## config.mk

```make
export PLATFORM = sky130hd
export DESIGN_NAME = pdr_regs
export DESIGN_NICKNAME = d
export VERILOG_FILES = /design/src/rtl/pdr_pkg.sv /design/src/rtl/pdr_regs.sv
export SDC_FILE = /design/constraint.sdc
export NUM_CORES = 1
export LEC_CHECK = 0
export ABC_CLOCK_PERIOD_IN_PS = 2000
export BUFFER_PORTS_ARGS = -buffer_cell sky130_fd_sc_hd__buf_2
export CORE_MARGIN = 10
export CORE_UTILIZATION = 25
export DETAILED_ROUTE_END_ITERATION = 16
export PLACE_DENSITY_LB_ADDON = 0.05
export SYNTH_ARGS = -nofsm -noshare
export SYNTH_HDL_FRONTEND = slang
export SYNTH_SLANG_ARGS = --single-unit
```

## constraint.sdc

```tcl
create_clock -name CLK_SYS_IN -period 2 [get_ports CLK_SYS_IN]
set_input_delay 0.6 -clock CLK_SYS_IN [delete_from_list [all_inputs] [get_ports CLK_SYS_IN]]
set_output_delay 0.6 -clock CLK_SYS_IN [all_outputs]
set_load 0.01 [all_outputs]
```

## src/rtl/pdr_pkg.sv

```systemverilog
package pdr_pkg;
	// register offsets on the internal register port
	localparam logic [7:0] ADDR_EXT_CAP = 8'h27;
	localparam logic [7:0] ADDR_STD_IN_CAP = 8'h28;
	localparam logic [7:0] ADDR_STD_OUT_CAP = 8'h29;
	localparam logic [7:0] ADDR_EXT_CFG = 8'h2a;
	localparam logic [7:0] ADDR_ACK_HDR = 8'h2e;
	localparam logic [7:0] ADDR_RX_DET = 8'h2f;
	// fixed capability contents
	localparam logic [7:0] EXT_CAP_VALUE = 8'h01;
	localparam logic [7:0] STD_IN_CAP_VALUE = 8'h00;
	localparam logic [7:0] STD_OUT_CAP_VALUE = 8'h00;
	localparam logic [7:0] EXT_CFG_VALUE = 8'h00;
	// field positions
	localparam int EXT_CAP_WATCHDOG_BIT = 0;
	localparam int EXT_CAP_LONG_MSG_BIT = 4;
	localparam int EXT_CFG_BIDIR_BIT = 1;
	localparam int DET_FULL_RESET_BIT = 5;
	localparam int DET_PLUG_RESET_BIT = 6;
	localparam int HDR_WIDTH = 5;
	localparam int DET_WIDTH = 7;
	// largest message content accepted, in bytes
	localparam logic [8:0] MAX_MSG_BYTES = 9'h01e;
	// highest frame type that is an acknowledged message (sop .. debug far plug)
	localparam logic [2:0] LAST_MSG_TYPE = 3'h4;
	// header fields used for the automatic acknowledge
	typedef struct packed {
		logic origin_is_plug;
		logic data_role;
		logic [1:0] spec_revision_field;
		logic port_power_direction;
	} pdr_hdr_t;
	localparam pdr_hdr_t HDR_RESET = 5'h0d;
	localparam logic [DET_WIDTH-1:0] DET_RESET = 7'h00;
	typedef enum logic [1:0] {
		ST_IDLE = 2'b01,
		ST_ACK = 2'b10
	} pdr_ack_st_t;
	// whole state of the register bank
	typedef struct packed {
		pdr_hdr_t hdr;
		logic [DET_WIDTH-1:0] det;
		logic one_more;
		logic ack_one_more;
		pdr_ack_st_t st;
		logic [7:0] rdata;
		logic rvalid;
		logic err;
		logic cnt_clr;
	} pdr_state_t;
endpackage : pdr_pkg

```

## src/rtl/pdr_regs.sv

```systemverilog
`timescale 1ns/1ps
// How it works
// - capability registers are fixed constants; writes never change them
// - extended capability reads watchdog supported only, bit 0 set
// - long messages reported unsupported; content limited to thirty bytes
// - standard input capability reads all zero
// - standard output capability reads all zero
// - writing bidirectional swap bit flags bus error, ignored, reads zero
// - source swap input bit is read-only and reads zero
// - header fields reset to plug 0, dfp, revision 3.0, source
// - acknowledge header always taken from current header register
// - header bit layout: plug, data role, revision, power role
// - acknowledge each enabled message, never an acknowledge message
// - all enables zero stops acknowledges and drops pending one-more
// - reset signalling, one-more acknowledge, disconnect clear enables and count
// - detect register resets zero; bits 6..3 enable resets and debug types
// - bits 2..0 enable far plug, near plug and port messages
module pdr_regs
	import pdr_pkg::*;
(
	// clock and reset
	input wire logic CLK_SYS_IN,
	input wire logic RST_IN,
	// register port from the serial target
	input wire logic REG_WR_IN,
	input wire logic REG_RD_IN,
	input wire logic [7:0] REG_ADDR_IN,
	input wire logic [7:0] REG_WDATA_IN,
	output logic [7:0] REG_RDATA_OUT,
	output logic REG_RVALID_OUT,
	output logic I2C_ERR_SET_OUT,
	// receive events from the protocol layer
	input wire logic RX_MSG_VALID_IN,
	input wire logic [2:0] RX_FRAME_TYPE_IN,
	input wire logic [8:0] RX_LEN_IN,
	input wire logic RX_IS_ACK_IN,
	input wire logic RX_ONE_MORE_IN,
	input wire logic HARD_RESET_SENT_IN,
	input wire logic HARD_RESET_RX_IN,
	input wire logic CABLE_RESET_RX_IN,
	input wire logic DISCONNECT_IN,
	// acknowledge transmit handshake
	output logic ACK_REQ_OUT,
	input wire logic ACK_DONE_IN,
	output pdr_hdr_t ACK_HEADER_OUT,
	// detection state for the receiver
	output logic [DET_WIDTH-1:0] RX_DETECT_OUT,
	output logic RX_COUNT_CLEAR_OUT
);

	pdr_state_t s_r;
	pdr_state_t s_nxt;
	logic clr_all;
	logic type_en;

	// register read decode, fixed values for capability registers
	function automatic logic [7:0] read_value(input logic [7:0] addr, input pdr_state_t st);
		logic [7:0] v;
		v = 8'h00;
		case (addr)
			ADDR_EXT_CAP: v = EXT_CAP_VALUE;
			ADDR_STD_IN_CAP: v = STD_IN_CAP_VALUE;
			ADDR_STD_OUT_CAP: v = STD_OUT_CAP_VALUE;
			ADDR_EXT_CFG: v = EXT_CFG_VALUE;
			ADDR_ACK_HDR: v = {3'h0, st.hdr};
			ADDR_RX_DET: v = {1'h0, st.det};
			default: v = 8'h00;
		endcase
		return v;
	endfunction : read_value

	// frame type selects its enable bit; resets come on separate strobes
	function automatic logic msg_enabled(input logic [2:0] ftype, input logic [6:0] det);
		logic e;
		e = 1'b0;
		if (ftype <= LAST_MSG_TYPE)
		begin
			e = det[ftype];
		end
		return e;
	endfunction : msg_enabled

	// events that wipe the enables and the readable count
	always_comb
	begin
		clr_all = HARD_RESET_SENT_IN
			| (HARD_RESET_RX_IN & s_r.det[DET_FULL_RESET_BIT])
			| (CABLE_RESET_RX_IN & s_r.det[DET_PLUG_RESET_BIT])
			| DISCONNECT_IN
			| (s_r.st == ST_ACK && ACK_DONE_IN && s_r.ack_one_more);
		// oversize content is not a message this port accepts
		type_en = msg_enabled(RX_FRAME_TYPE_IN, s_r.det)
			&& (RX_LEN_IN <= MAX_MSG_BYTES);
	end

	// next state
	always_comb
	begin
		s_nxt = s_r;
		s_nxt.rvalid = 1'b0;
		s_nxt.err = 1'b0;
		s_nxt.cnt_clr = 1'b0;
		// reads return the value seen at the request edge
		if (REG_RD_IN)
		begin
			s_nxt.rdata = read_value(REG_ADDR_IN, s_r);
			s_nxt.rvalid = 1'b1;
		end
		// writes; capability registers have no storage to change
		if (REG_WR_IN)
		begin
			case (REG_ADDR_IN)
				ADDR_ACK_HDR: s_nxt.hdr = pdr_hdr_t'(REG_WDATA_IN[HDR_WIDTH-1:0]);
				ADDR_RX_DET: s_nxt.det = REG_WDATA_IN[DET_WIDTH-1:0];
				ADDR_EXT_CFG: s_nxt.err = REG_WDATA_IN[EXT_CFG_BIDIR_BIT];
				default: s_nxt.det = s_nxt.det;
			endcase
		end
		if (RX_ONE_MORE_IN)
		begin
			s_nxt.one_more = 1'b1;
		end
		// acknowledge sequencing
		case (s_r.st)
			ST_IDLE:
			begin
				// an acknowledge is never answered with another
				if (RX_MSG_VALID_IN && type_en && !RX_IS_ACK_IN)
				begin
					s_nxt.st = ST_ACK;
					s_nxt.ack_one_more = s_r.one_more;
					// a command that lands with the message waits for the following one
					s_nxt.one_more = RX_ONE_MORE_IN;
				end
			end
			ST_ACK:
			begin
				if (ACK_DONE_IN)
				begin
					s_nxt.st = ST_IDLE;
					s_nxt.ack_one_more = 1'b0;
				end
			end
			default: s_nxt.st = ST_IDLE;
		endcase
		// device clears win over a manager write in the same cycle
		if (clr_all)
		begin
			s_nxt.det = DET_RESET;
			s_nxt.cnt_clr = 1'b1;
			s_nxt.one_more = 1'b0;
			if (s_r.st == ST_ACK && !ACK_DONE_IN && !s_r.ack_one_more)
			begin
				// the link is being reset, an acknowledge in flight is pointless
				s_nxt.st = ST_IDLE;
			end
		end
		// with nothing enabled no acknowledge starts and one-more is dropped
		if (s_nxt.det == DET_RESET)
		begin
			s_nxt.one_more = 1'b0;
		end
		if (s_r.det == DET_RESET && s_r.st == ST_IDLE)
		begin
			s_nxt.st = ST_IDLE;
			s_nxt.ack_one_more = 1'b0;
		end
	end

	// state register
	always_ff @(posedge CLK_SYS_IN or posedge RST_IN)
	begin
		if (RST_IN)
		begin
			s_r.hdr <= HDR_RESET;
			s_r.det <= DET_RESET;
			s_r.one_more <= 1'b0;
			s_r.ack_one_more <= 1'b0;
			s_r.st <= ST_IDLE;
			s_r.rdata <= 8'h00;
			s_r.rvalid <= 1'b0;
			s_r.err <= 1'b0;
			s_r.cnt_clr <= 1'b0;
		end
		else
		begin
			s_r <= s_nxt;
		end
	end

	// outputs; header is live so a rewrite applies to the next acknowledge
	assign REG_RDATA_OUT = s_r.rdata;
	assign REG_RVALID_OUT = s_r.rvalid;
	assign I2C_ERR_SET_OUT = s_r.err;
	assign ACK_REQ_OUT = (s_r.st == ST_ACK);
	assign ACK_HEADER_OUT = s_r.hdr;
	assign RX_DETECT_OUT = s_r.det;
	assign RX_COUNT_CLEAR_OUT = s_r.cnt_clr;

	// checks on the register map
	a_ext_cap_read: assert property (@(posedge CLK_SYS_IN) disable iff (RST_IN)
		REG_RD_IN && REG_ADDR_IN == ADDR_EXT_CAP |=> REG_RVALID_OUT && REG_RDATA_OUT == 8'h01)
		else $error("extended capability read wrong");
	a_std_in_zero: assert property (@(posedge CLK_SYS_IN) disable iff (RST_IN)
		REG_RD_IN && REG_ADDR_IN == ADDR_STD_IN_CAP |=> REG_RDATA_OUT == 8'h00)
		else $error("standard input capability not zero");
	a_std_out_zero: assert property (@(posedge CLK_SYS_IN) disable iff (RST_IN)
		REG_RD_IN && REG_ADDR_IN == ADDR_STD_OUT_CAP |=> REG_RDATA_OUT == 8'h00)
		else $error("standard output capability not zero");
	a_cap_ro_write: assert property (@(posedge CLK_SYS_IN) disable iff (RST_IN)
		REG_WR_IN && REG_ADDR_IN == ADDR_EXT_CAP && !REG_RD_IN
		##1 REG_RD_IN && REG_ADDR_IN == ADDR_EXT_CAP |=> REG_RDATA_OUT == 8'h01)
		else $error("capability changed by write");
	a_bidir_err_flag: assert property (@(posedge CLK_SYS_IN) disable iff (RST_IN)
		REG_WR_IN && REG_ADDR_IN == ADDR_EXT_CFG |=>
		I2C_ERR_SET_OUT == $past(REG_WDATA_IN[1]) ##1 !I2C_ERR_SET_OUT || $past(REG_WR_IN))
		else $error("bus error flag wrong after config write");
	a_ext_cfg_zero: assert property (@(posedge CLK_SYS_IN) disable iff (RST_IN)
		REG_RD_IN && REG_ADDR_IN == ADDR_EXT_CFG |=> REG_RDATA_OUT == 8'h00)
		else $error("extended config reads nonzero");
	a_hdr_write: assert property (@(posedge CLK_SYS_IN) disable iff (RST_IN)
		REG_WR_IN && REG_ADDR_IN == ADDR_ACK_HDR |=> ACK_HEADER_OUT == $past(REG_WDATA_IN[4:0]))
		else $error("header not taken from write");
	a_det_write: assert property (@(posedge CLK_SYS_IN) disable iff (RST_IN)
		REG_WR_IN && REG_ADDR_IN == ADDR_RX_DET && !clr_all
		|=> RX_DETECT_OUT == $past(REG_WDATA_IN[6:0]))
		else $error("detect enables not written");
	a_ack_enabled: assert property (@(posedge CLK_SYS_IN) disable iff (RST_IN)
		!ACK_REQ_OUT && RX_MSG_VALID_IN && type_en && !RX_IS_ACK_IN && !clr_all
		|=> ACK_REQ_OUT)
		else $error("enabled message not acknowledged");
	a_no_ack_idle: assert property (@(posedge CLK_SYS_IN) disable iff (RST_IN)
		!ACK_REQ_OUT && (RX_DETECT_OUT == 7'h00 || RX_IS_ACK_IN) |=> !ACK_REQ_OUT)
		else $error("acknowledge started while not allowed");
	a_reset_clears: assert property (@(posedge CLK_SYS_IN) disable iff (RST_IN)
		HARD_RESET_SENT_IN || DISCONNECT_IN |=> RX_DETECT_OUT == 7'h00 && RX_COUNT_CLEAR_OUT)
		else $error("enables not cleared on reset signalling");
	a_one_more_clear: assert property (@(posedge CLK_SYS_IN) disable iff (RST_IN)
		ACK_REQ_OUT && ACK_DONE_IN && s_r.ack_one_more
		|=> RX_DETECT_OUT == 7'h00 ##1 !RX_COUNT_CLEAR_OUT || $past(clr_all))
		else $error("one-more acknowledge did not clear enables");
	a_hdr_read_mask: assert property (@(posedge CLK_SYS_IN) disable iff (RST_IN)
		REG_RD_IN && (REG_ADDR_IN == ADDR_ACK_HDR || REG_ADDR_IN == ADDR_RX_DET)
		|=> REG_RDATA_OUT[7] == 1'b0)
		else $error("unused bit reads nonzero");

	// checks on the read answer and the fixed map
	a_read_answer: assert property (@(posedge CLK_SYS_IN) disable iff (RST_IN)
		1'b1 |=> REG_RVALID_OUT == $past(REG_RD_IN))
		else $error("read answer not one cycle after request");
	a_unmapped_zero: assert property (@(posedge CLK_SYS_IN) disable iff (RST_IN)
		REG_RD_IN && REG_ADDR_IN != ADDR_EXT_CAP && REG_ADDR_IN != ADDR_STD_IN_CAP
		&& REG_ADDR_IN != ADDR_STD_OUT_CAP && REG_ADDR_IN != ADDR_EXT_CFG
		&& REG_ADDR_IN != ADDR_ACK_HDR && REG_ADDR_IN != ADDR_RX_DET
		|=> REG_RDATA_OUT == 8'h00)
		else $error("unmapped offset reads nonzero");
	a_cfg_no_store: assert property (@(posedge CLK_SYS_IN) disable iff (RST_IN)
		REG_WR_IN && REG_ADDR_IN == ADDR_EXT_CFG
		##1 REG_RD_IN && REG_ADDR_IN == ADDR_EXT_CFG |=> REG_RDATA_OUT == 8'h00)
		else $error("extended config kept a written value");
	a_err_cfg_only: assert property (@(posedge CLK_SYS_IN) disable iff (RST_IN)
		I2C_ERR_SET_OUT |-> $past(REG_WR_IN) && $past(REG_ADDR_IN) == ADDR_EXT_CFG
		&& $past(REG_WDATA_IN[EXT_CFG_BIDIR_BIT]))
		else $error("bus error flag without a swap bit write");

	// header register is live and only the manager changes it
	a_hdr_stable: assert property (@(posedge CLK_SYS_IN) disable iff (RST_IN)
		!(REG_WR_IN && REG_ADDR_IN == ADDR_ACK_HDR) |=> $stable(ACK_HEADER_OUT))
		else $error("header changed without a write");
	a_hdr_read_back: assert property (@(posedge CLK_SYS_IN) disable iff (RST_IN)
		REG_RD_IN && REG_ADDR_IN == ADDR_ACK_HDR
		|=> REG_RDATA_OUT == {3'h0, $past(ACK_HEADER_OUT)})
		else $error("header read differs from header in use");
	a_det_read_back: assert property (@(posedge CLK_SYS_IN) disable iff (RST_IN)
		REG_RD_IN && REG_ADDR_IN == ADDR_RX_DET
		|=> REG_RDATA_OUT == {1'h0, $past(RX_DETECT_OUT)})
		else $error("detect read differs from enables in use");

	// acknowledge handshake; one outstanding request at a time
	a_ack_holds: assert property (@(posedge CLK_SYS_IN) disable iff (RST_IN)
		ACK_REQ_OUT && !ACK_DONE_IN && !clr_all |=> ACK_REQ_OUT)
		else $error("acknowledge request dropped early");
	a_ack_ends: assert property (@(posedge CLK_SYS_IN) disable iff (RST_IN)
		ACK_REQ_OUT && ACK_DONE_IN |=> !ACK_REQ_OUT)
		else $error("acknowledge request outlived its completion");
	a_oversize_no_ack: assert property (@(posedge CLK_SYS_IN) disable iff (RST_IN)
		!ACK_REQ_OUT && RX_MSG_VALID_IN && RX_LEN_IN > MAX_MSG_BYTES |=> !ACK_REQ_OUT)
		else $error("oversize message acknowledged");
	a_type_no_ack: assert property (@(posedge CLK_SYS_IN) disable iff (RST_IN)
		!ACK_REQ_OUT && RX_MSG_VALID_IN && RX_FRAME_TYPE_IN > LAST_MSG_TYPE |=> !ACK_REQ_OUT)
		else $error("non-message frame acknowledged");
	a_disabled_no_ack: assert property (@(posedge CLK_SYS_IN) disable iff (RST_IN)
		!ACK_REQ_OUT && RX_MSG_VALID_IN && RX_FRAME_TYPE_IN <= LAST_MSG_TYPE
		&& !RX_DETECT_OUT[RX_FRAME_TYPE_IN] |=> !ACK_REQ_OUT)
		else $error("disabled message type acknowledged");

	// clears from reset signalling, one-more and idle enables
	a_full_reset_clear: assert property (@(posedge CLK_SYS_IN) disable iff (RST_IN)
		HARD_RESET_RX_IN && RX_DETECT_OUT[DET_FULL_RESET_BIT]
		|=> RX_DETECT_OUT == DET_RESET && RX_COUNT_CLEAR_OUT)
		else $error("received full reset did not clear enables");
	a_plug_reset_clear: assert property (@(posedge CLK_SYS_IN) disable iff (RST_IN)
		CABLE_RESET_RX_IN && RX_DETECT_OUT[DET_PLUG_RESET_BIT]
		|=> RX_DETECT_OUT == DET_RESET && RX_COUNT_CLEAR_OUT)
		else $error("received plug reset did not clear enables");
	a_abandon_ack: assert property (@(posedge CLK_SYS_IN) disable iff (RST_IN)
		(HARD_RESET_SENT_IN || DISCONNECT_IN) && ACK_REQ_OUT && !ACK_DONE_IN
		&& !s_r.ack_one_more |=> !ACK_REQ_OUT)
		else $error("acknowledge kept across a link reset");
	a_clear_one_more: assert property (@(posedge CLK_SYS_IN) disable iff (RST_IN)
		HARD_RESET_SENT_IN || DISCONNECT_IN |=> !s_r.one_more)
		else $error("pending one-more survived a clear");
	a_one_more_drop: assert property (@(posedge CLK_SYS_IN) disable iff (RST_IN)
		RX_DETECT_OUT == DET_RESET |-> !s_r.one_more)
		else $error("one-more kept while nothing is enabled");
	a_one_more_count: assert property (@(posedge CLK_SYS_IN) disable iff (RST_IN)
		ACK_REQ_OUT && ACK_DONE_IN && s_r.ack_one_more |=> RX_COUNT_CLEAR_OUT)
		else $error("one-more acknowledge did not clear the count");

endmodule : pdr_regs

```

==> After elaboration in Yosys (flattened, before gate mapping) <==
Cells that the tools add are included.
{ "totals": {"romBits": 0, "out_inout_bits": 24, "ff_bits": 26, "ram_bits": 0, "memories": 0, "inputBits": 40, "latch_bits": 0, "word_cells": 66} }
{ "op_classes": {"bitwise": 6, "mul": 0, "shifts": 0, "muxes": 21, "add_sub_neg": 0, "n_lt_le_gt_ge": 3, "div_mod_pow": 0, "n_eq_ne": 8, "reduce_logical": 16} }
{ "op_table": {"columns": ["cell", "n"], "rows": [
  ["equality test 8 x 6 -> 1 bit (second input constant)", 4],
  ["case mux 7 bit (3 select lines)", 1],
  ["zero test 7 bit", 2],
  ["2-to-1 mux 7 bit", 2],
  ["<= comparator 9 x 5 -> 1 bit (second input constant)", 1],
  ["2-to-1 mux 1 bit", 9],
  ["logical AND 1 bit", 8],
  ["2-to-1 mux 8 bit", 1],
  ["2-to-1 mux 3 bit", 2],
  ["less-than comparator 3 x 4 -> 1 bit (second input constant)", 1],
  ["2-to-1 mux 2 bit", 2],
  ["2-to-1 mux 4 bit", 1],
  ["OR 1 bit", 4],
  ["case mux 2 bit (2 select lines)", 1],
  ["binary-select mux 1 bit (select 3 bit)", 1],
  ["<= comparator 3 bit (second input constant)", 1],
  ["zero test 1 bit", 3],
  ["inequality test 3 x 1 -> 1 bit (second input constant)", 1],
  ["inequality test 3 x 2 -> 1 bit (second input constant)", 1],
  ["AND reduction 3 bit", 1],
  ["nonzero test 3 bit", 1],
  ["AND 1 bit", 2],
  ["equality test 2 x 1 -> 1 bit (second input constant)", 1],
  ["equality test 2 bit (second input constant)", 1],
  ["other kinds (2)", 2]
]} }

==> Depth between registers and ports, before layout <==
Gate-level depths: netlist of the first run.
{ "logic_depth": {"depth_word": 11, "mapped_depth": 7, "mapped_depth_nobuf": 7} }

==> Worst setup path after synthesis of the first run <==
OpenSTA, ideal clock, no wires.
{ "synth_timing": {"kind": "input-to-reg", "start": "input REG_ADDR_IN[7]", "end": "register s_r[14] (netlist bit)", "n_path_buf": 0, "path_stages": 5, "required_ps": 1906, "path_slack_ps": 71, "setup_time_ps": 94, "t_arrival_ps": 1835, "path_cell_list": "nor2_1 nand4_2 nor2_2 mux2_2 a211oi_1"} }
{ "synth_rtl": {"columns": ["element", "line", "rtl"], "rows": [
  ["from (decl)", "pdr_regs.sv:27", "input wire logic [7:0] REG_ADDR_IN,"],
  ["to (signal assigned)", "pdr_regs.sv:187", "s_r <= s_nxt;"],
  ["to (decl)", "pdr_regs.sv:51", "pdr_state_t s_r;"]
]} }

==> Worst setup path after layout of the first run <==
{ "layout_timing": {"start": "register s_r[11] (netlist bit)", "end": "output ACK_REQ_OUT"} }
{ "layout_between": {"elab_chain_len": 1} }
{ "layout_rtl": {"columns": ["element", "line", "rtl"], "rows": [
  ["equality test 2 bit", "pdr_regs.sv:195", "assign ACK_REQ_OUT = (s_r.st == ST_ACK);"],
  ["to (decl)", "pdr_regs.sv:43", "output logic ACK_REQ_OUT,"]
]} }
No other way between the ends.

==> impl_metrics.toml, run 1 <==
[critical_path]
endpoint_kind = "primary output"
crit_path_top_delay_cell = "dfstp_2"
r2r-end = "s_r[12]"
arrival_ps = 1290
crit_fanout = 6
r2r_start = "RX_DETECT_OUT[3]"
critPathRequiredTime_ps = 1400
path_cells = "inv_1 -> ha_1 -> buf_2"
start_kind = "register"
worstSetupPathType = "register to primary output"
slowest_delay_ps = 560
r2r_cells = 5
r2r_setup_slack_ps = 190

[pwr]
ir_drop_mv = 0.2466
switchingPower_w = 0.0002396
p_clk_share_pct = 41.0
pwr-share-comb_pct = 9.5
sw_frac_of_total_pct = 21.96
power_density_nw_per_um2 = 589.4
finalPower_w = 0.001091
seqPwrFrac_pct = 49.5
p_int_w = 0.0008512
power.leakage_nw = 0.9053

[timing]
final-setup-viol-count = 0
max_freq_mhz = 529.9
finalCritPeriodShare_pct = 94.35
drv_slew = 0
fin_crit_ps = 1887
holdWs_ps = 371.0
setup_tns_ps = 0
setup_ws_ps = 113.0
skew_ps = 11.48
finalHoldViolations = 0
rsz0062_at_grt = "false"

[die]
rows = 28
die_y_um = 97.72
die_x_um = 97.72
design.core.area_um2 = 5886
io_pins = 64
start_util_pct = 25.66
die_area_um2 = 9549

[synthesis]
synthesis.nets = 192
yosysSeqAreaShare_pct = 43.41
ys.warnings.count = 0
async_reset_ff_share_pct = 100.0
syn_avg_cell_area_um2 = 10.07
syn_inst = 150
netlist_area_um2 = 1510
synth-edff-count = 0
synth-main-ff-cell = "dfrtp_1"
synth_seq_cells = 26
ys_types = 40

[route]
first_pass_iters = 4
drt_iter0_drc = 27
drc = 0
vias_per_cell = 4.531
wl_per_cell_um = 16.64
drt-total-wl_mm = 4.509
antenna_left = 0
vias = 1228

[global_route]
grt_pass1_vias = 1390
grt_pass1_wl_mm = 7.362
antenna_found_initial = 0
grt.overflow.total = 0
grt_max_degree = 27
grt_use_total_pct = 9.432

[clocking]
cts.sinks = 26
post_cts_buffers = 0
cts_resized = 0
cts_root_buf = "clkbuf_8"
cts.path.max_buffers = 2
cts_tree = "done"
cts_buffers = 3
clk_latency_ps = 280
holdBufCountCts = 0
clk_pin_slew_worst_paths_ps = 100
htreeDepth = 1

[layout]
final-seq-area_um2 = 655.6
final_area_um2 = 1851
fin_nets = 239
area_delta_synth_final_pct = 22.53
multi_input_area_um2 = 641.9
fillers = 666
layout_commonest_cell = "buf_2"
antennaDiodeCount = 0
drive_above_1_share_pct = 46.94
layout_common_cells = "61 x buf_2, 22 x dfrtp_1, 13 x mux2i_1"

[place]
portBuffers = 61
place.gp.congestion = 0.8220
dp_hpwl_mm = 3.636
preCtsSetupSlack_ps = -125.6
placed_cell_area_um2 = 1779

[outcome]
outcome = "finished, final reports clean"

[worst_hold_path]
hold_class = "input pin to async pin"

[run]
maxCapViolations = 0
[worst max path at each step]
stage              startpoint  slack [ps]     endpoint
2_1_floorplan  REG_ADDR_IN[7]          70      s_r[14]
4_1_cts               s_r[11]         100  ACK_REQ_OUT
3_3_place_gp     RX_LEN_IN[7]         -80      s_r[13]
5_1_grt               s_r[11]          30  ACK_REQ_OUT
6_report              s_r[11]         110  ACK_REQ_OUT
3_5_place_dp     RX_LEN_IN[7]        -130      s_r[13]
[layout make-up]
type | instances | share of cell area, %
clock inverters | 1 | 1.623
repair buffers | 66 | 18.53
clock buffers | 3 | 2.231
well taps | 75 | 5.071
inverters | 12 | 2.434
multi-input cells | 88 | 34.69
flip-flops and latches | 26 | 35.43
[worst max-delay path, delay by kind of cell, from the launching register on]
family | cells | cell delay (ps)
flip-flops | 1 | 560
adder cells (fa/ha/maj) | 1 | 250
buffers and inverters | 2 | 210
[cell usage after synthesis (4+ instances only)]
cell | instances | area [µm²]
a21oi_1 | 4 | 20.02
buf_4 | 20 | 150.1
dfrtp_1 | 22 | 550.5
dfstp_2 | 4 | 105.1
inv_1 | 12 | 45.04
mux2_2 | 7 | 78.83
mux2i_1 | 13 | 130.1
nand2_1 | 6 | 22.52
nand3_1 | 4 | 20.02
nor2_1 | 10 | 37.54
nor3_1 | 4 | 20.02
o21ai_0 | 6 | 30.03
o22ai_1 | 4 | 25.02
[cell families after synthesis]
kind of cell / Yosys count / synth area share, %
other: 1 / 0.2483
multiplexers: 20 / 13.84
buffers and inverters: 36 / 14.08
flip-flops: 26 / 43.41
adder cells (fa/ha/maj): 2 / 1.657
AO/OA/AOI/OAI: 22 / 10.19
AND/OR/NAND/NOR: 43 / 16.57
[per-stage QoR]
| step | instances | utilization (%) |
|---|---|---|
| after floorplan | 150 | - |
| after global placement | 267 | 30.23 |
| after detailed placement | 267 | 30.23 |
| after CTS | 271 | 31.44 |
| after global routing | 271 | 31.44 |
| final | 271 | 31.44 |
[state kept, by name (all words and copies together), names as in the netlist]
signal / count
ACK_HEADER_OUT: 5
I2C_ERR_SET_OUT: 1
REG_RDATA_OUT: 7
REG_RVALID_OUT: 1
RX_COUNT_CLEAR_OUT: 1
RX_DETECT_OUT: 7
s_r: 4
[layer usage]
metal  part of all wire [%]  vias to the layer above  track usage (%)
met5                      0                        -                0
met4                   0.64                        0            3.020
met3                    6.7                        2            2.845
met2                     45                       38            15.07
met1                     48                      593            11.82
li1                       -                      595                -
[power groups by stage]
stage / Combinational (W) / Sequential [W] / Clock, W
after floorplan: 0.0000502 / 0.000549 / 0
after global placement: 0.000105 / 0.000550 / 0
after detailed placement: 0.000107 / 0.000550 / 0
after CTS: 0.000107 / 0.000541 / 0.000465
after global routing: 0.000117 / 0.000542 / 0.000496
final: 0.000104 / 0.000540 / 0.000447
No activity file was read; power rests on OpenSTA's default activity.
==> run 2: changes to the inputs <==
--- a/config.mk
+++ b/config.mk
@@ -5,8 +5,9 @@
 export SDC_FILE = /design/constraint.sdc
 export NUM_CORES = 1
 export LEC_CHECK = 0
-export ABC_CLOCK_PERIOD_IN_PS = 2000
-export BUFFER_PORTS_ARGS = -buffer_cell sky130_fd_sc_hd__buf_2
+export ABC_CLOCK_PERIOD_IN_PS = 2200
+export BUFFER_PORTS_ARGS = -buffer_cell sky130_fd_sc_hd__buf_4
+export CAP_MARGIN = 20
 export CORE_MARGIN = 10
 export CORE_UTILIZATION = 25
 export DETAILED_ROUTE_END_ITERATION = 16
==> constraint.sdc (replaced) <==
create_clock -name CLK_SYS_IN -period 2.2 [get_ports CLK_SYS_IN]
set_input_delay 0.66 -clock CLK_SYS_IN [delete_from_list [all_inputs] [get_ports CLK_SYS_IN]]
set_output_delay 0.66 -clock CLK_SYS_IN [all_outputs]
set_load 0.01 [all_outputs]
==> impl_metrics.toml, run 2 (synthesis results as in run 1) <==
[layout]
drive_above_1_share_pct = 46.11
final_cells = 268
final-seq-area_um2 = 655.6
fin_nets = 236
fillers = 631
multi_input_area_um2 = 641.9
layout_commonest_cell = "buf_4"
antennaDiodeCount = 0
layout_common_cells = "63 x buf_4, 22 x dfrtp_1, 13 x mux2i_1"
area_delta_synth_final_pct = 31.15
final_util_pct = 33.65

[pwr]
finalPower_w = 0.001016
power.leakage_nw = 0.9230
ir_drop_mv = 0.3112
power_density_nw_per_um2 = 512.8

[route]
first_pass_iters = 4
drt_iter0_drc = 40
vias_per_cell = 4.466
wl_per_cell_um = 16.39
drc = 0
vias = 1197
drt-total-wl_mm = 4.392
antenna_left = 0

[clocking]
cts_resized = 0
cts.path.max_buffers = 2
cts_root_buf = "clkbuf_8"
clk_latency_ps = 270
post_cts_buffers = 0
cts_buffers = 3
cts_tree = "done"
cts.sinks = 26
clk_pin_slew_worst_paths_ps = 100
htreeDepth = 1
holdBufCountCts = 0

[outcome]
outcome = "finished, final reports clean"

[critical_path]
crit_fanout = 6
r2r-end = "s_r[12]"
critPathRequiredTime_ps = 1540
endpoint_kind = "primary output"
arrival_ps = 1300
r2r_cells = 5
start_kind = "register"
r2r_setup_slack_ps = 370
worstSetupPathType = "register to primary output"
r2r_start = "RX_DETECT_OUT[3]"

[global_route]
grt_pass1_vias = 1325
grt_pass1_wl_mm = 7.024
antenna_found_initial = 0
grt_use_total_pct = 9.029
grt.overflow.total = 0
grt_max_degree = 27

[timing]
finalCritPeriodShare_pct = 89.05
drv_slew = 0
setup_ws_ps = 240.9
setup_tns_ps = 0
rsz0062_at_grt = "false"
max_freq_mhz = 510.5
skew_ps = 3.729
fin_crit_ps = 1959
finalHoldViolations = 0
final-setup-viol-count = 0

[die]
die_y_um = 97.72
io_pins = 64
start_util_pct = 25.66
die_area_um2 = 9549
design.core.area_um2 = 5886
rows = 28
die_x_um = 97.72

[worst_hold_path]
hold_class = "input pin to async pin"

[place]
preCtsSetupSlack_ps = 13.25
place.gp.congestion = 0.8120
dp_hpwl_mm = 3.504
portBuffers = 61
placed_cells = 264

[run]
maxCapViolations = 0
run 2: cell types whose count changed in the layout (fill, tap and decap cells not counted), sizes merged:
cell	previous run	this run
buf	66	63
run 2: power by group:
group | switching [W] | total (W) | internal (W)
clock network | 0.000165 | 0.000409 | 0.000244
logic | 0.0000494 | 0.000115 | 0.0000658
registers | 0.00000522 | 0.000492 | 0.000486
total | 0.000220 | 0.00102 | 0.000796
run 2: per-stage QoR:
stage	instance area, µm²	hold slack, ps
6_report	1981	443.8
3_3_place_gp	1909	496.6
4_1_cts	1981	449.9
5_1_grt	1981	463.6
2_1_floorplan	1510	482.0
3_5_place_dp	1909	501.9
run 2: routing by layer:
metal / global-route usage (%) / routed length (µm) / vias up
met5: 0 / 0 / -
met4: 2.573 / 11 / 0
met3: 3.129 / 281 / 2
met2: 13.95 / 1999 / 40
met1: 11.58 / 2099 / 566
li1: - / - / 589
run 2: how the worst max path moves through the flow:
stage | startpoint | endpoint | slack, ps
floorplan | REG_ADDR_IN[7] | s_r[14] | 210
global placement | RX_LEN_IN[7] | s_r[13] | 50
detailed placement | RX_LEN_IN[7] | s_r[13] | 10
CTS | s_r[11] | ACK_REQ_OUT | 230
global route | s_r[11] | ACK_REQ_OUT | 170
finish | s_r[11] | ACK_REQ_OUT | 240
run 2: area by class of cell:
class | instances | area share (%)
multi-input cells | 88 | 32.41
well taps | 75 | 4.738
repair buffers | 63 | 23.88
clock inverters | 1 | 1.516
clock buffers | 3 | 2.085
flip-flops and latches | 26 | 33.10
inverters | 12 | 2.274
run 2: critical path, stage by stage (launching register included):
cell     delay (ps)
dfstp_2         560
inv_1            40
ha_1            250
buf_4           170
==> run 3: changes to the inputs <==
--- a/config.mk
+++ b/config.mk
@@ -5,7 +5,8 @@
 export SDC_FILE = /design/constraint.sdc
 export NUM_CORES = 1
 export LEC_CHECK = 0
-export ABC_CLOCK_PERIOD_IN_PS = 2200
+export ABC_AREA = 1
+export ABC_CLOCK_PERIOD_IN_PS = 2100
 export BUFFER_PORTS_ARGS = -buffer_cell sky130_fd_sc_hd__buf_4
 export CAP_MARGIN = 20
 export CORE_MARGIN = 10
==> constraint.sdc (replaced) <==
create_clock -name CLK_SYS_IN -period 2.1 [get_ports CLK_SYS_IN]
set_input_delay 0.63 -clock CLK_SYS_IN [delete_from_list [all_inputs] [get_ports CLK_SYS_IN]]
set_output_delay 0.63 -clock CLK_SYS_IN [all_outputs]
set_load 0.01 [all_outputs]
==> impl_metrics.toml, run 3 <==
[outcome]
outcome = "finished, final reports clean"

[synthesis]
synth_seq_cells = 26
ys.warnings.count = 0
yosys.area.top_type = "dfrtp_1"
async_reset_ff_share_pct = 100.0
synth_area_leaders = "dfrtp_1 33%, nand2_1 13%, inv_1 10%"
synth_top_area_share_pct = 33.46
syn_avg_cell_area_um2 = 7.345
synthTopCellsByCount = "55 x nand2_1, 45 x inv_1, 22 x dfrtp_1"
ys_types = 28
synthesis.nets = 266
syn_inst = 224
netlist_area_um2 = 1645
synth-edff-count = 0
synth.most_common_cell = "nand2_1"
yosysSeqAreaShare_pct = 39.85
synth-main-ff-cell = "dfrtp_1"

[timing]
drv_slew = 0
finalHoldViolations = 0
holdWs_ps = 211.6
max_freq_mhz = 515.0
skew_ps = 8.606
finalCritPeriodShare_pct = 92.47
rsz0062_at_grt = "false"
fin_crit_ps = 1942
final-setup-viol-count = 0
setup_tns_ps = 0

[layout]
layout_common_cells = "63 x buf_4, 55 x nand2_1, 45 x inv_1"
area_delta_synth_final_pct = 27.76
fillers = 731
layout_commonest_cell = "buf_4"
final_area_um2 = 2102
final_cells = 345
fin_nets = 311
antennaDiodeCount = 0
drive_above_1_share_pct = 29.85

[die]
rows = 29
design.core.area_um2 = 6386
die_y_um = 101.1
die_x_um = 101.1
die_area_um2 = 10230
start_util_pct = 25.76
io_pins = 64

[route]
drc = 0
vias_per_cell = 4.186
vias = 1444
drt_iter0_drc = 34
antenna_left = 0
first_pass_iters = 4
wl_per_cell_um = 13.21
drt-total-wl_mm = 4.557

[critical_path]
r2r_cells = 11
path_cells = "inv_1 -> ha_1 -> buf_4"
worstSetupPathType = "register to primary output"
critPathRequiredTime_ps = 1470
start_kind = "register"
slowest_delay_ps = 540
crit_path_top_delay_cell = "dfstp_2"
endpoint_kind = "primary output"
arrival_ps = 1310
crit_fanout = 5

[global_route]
grt_pass1_wl_mm = 7.734
grt_use_total_pct = 9.176
grt.overflow.total = 0
grt_max_degree = 25
grt_pass1_vias = 1610
antenna_found_initial = 0

[clocking]
cts_tree = "done"
cts_resized = 0
cts.path.max_buffers = 2
clk_pin_slew_worst_paths_ps = 100
post_cts_buffers = 0
holdBufCountCts = 0
cts_buffers = 3
cts.sinks = 26
clk_latency_ps = 270
htreeDepth = 1
cts_root_buf = "clkbuf_8"

[place]
portBuffers = 61
place.gp.congestion = 0.7269
placed_cell_area_um2 = 2047
dp_hpwl_mm = 3.774
placed_cells = 341

[pwr]
ir_drop_mv = 0.2361
power_density_nw_per_um2 = 468.7
power.leakage_nw = 1.191

[worst_hold_path]
hold_class = "input pin to async pin"

[run]
maxCapViolations = 0
run 3: per-layer routing:
layer	share of wire [%]	GRT usage, %	wire (µm)	up-vias
met5	0	0	0	-
met2	45	15.43	2073	47
li1	-	-	-	768
met3	7.7	2.675	351	2
met1	46	10.96	2084	627
met4	1.0	2.894	47	0
run 3: critical path, delay by kind of cell (launching register included):
kind / cells / cell delay, ps
buffers and inverters: 2 / 220
adders and majority gates: 1 / 270
DFF: 1 / 540
run 3: layout make-up:
class                   count  area, µm²  area share, %
flip-flops and latches     26      655.6          31.19
multi-input cells         127      641.9          30.54
repair buffers             63      473.0          22.50
inverters                  48      180.2          8.571
well taps                  77      96.34          4.583
clock buffers               4      55.05          2.619
run 3: where the power goes:
part	internal, W	leakage (nW)	total [W]	switching [W]
logic	0.0000682	0.819	0.000134	0.0000659
clock network	0.000168	0.0288	0.000337	0.000169
registers	0.000509	0.343	0.000514	0.00000439
total	0.000745	1.19	0.000985	0.000240
run 3: logic make-up (layout without fill, tap and decap cells):
| group | after synthesis | count (layout) | share of synthesized area, % |
|---|---|---|---|
| other | 1 | 1 | 0.2279 |
| buffers and inverters | 71 | 115 | 21.14 |
| DFF | 26 | 26 | 39.85 |
| AOI/OAI and AO/OA | 18 | 18 | 6.311 |
| and+or+nand+nor | 106 | 106 | 30.95 |
| adders and majority gates | 2 | 2 | 1.521 |
run 3: metrics by stage:
step           power (W)  util, %  setup WS [ps]
2_1_floorplan  0.0005848        -          481.0
3_3_place_gp   0.0006598    32.05          186.2
3_5_place_dp   0.0006609    32.05          170.5
4_1_cts         0.001003    32.92          148.0
5_1_grt         0.001035    32.92          37.26
6_report       0.0009851    32.92          158.2
run 3: worst paths after layout:
check                                    end        startpoint  slack (ps)
max                              ACK_REQ_OUT           s_r[11]         160
min                                  s_r[12]            RST_IN         210
max reg2reg                          s_r[14]           s_r[11]         260
min reg2reg                 REG_RDATA_OUT[3]  REG_RDATA_OUT[3]         490
max in group asynchronous  ACK_HEADER_OUT[0]            RST_IN        1290
min in group CLK_SYS_IN     REG_RDATA_OUT[3]  REG_RDATA_OUT[3]         490
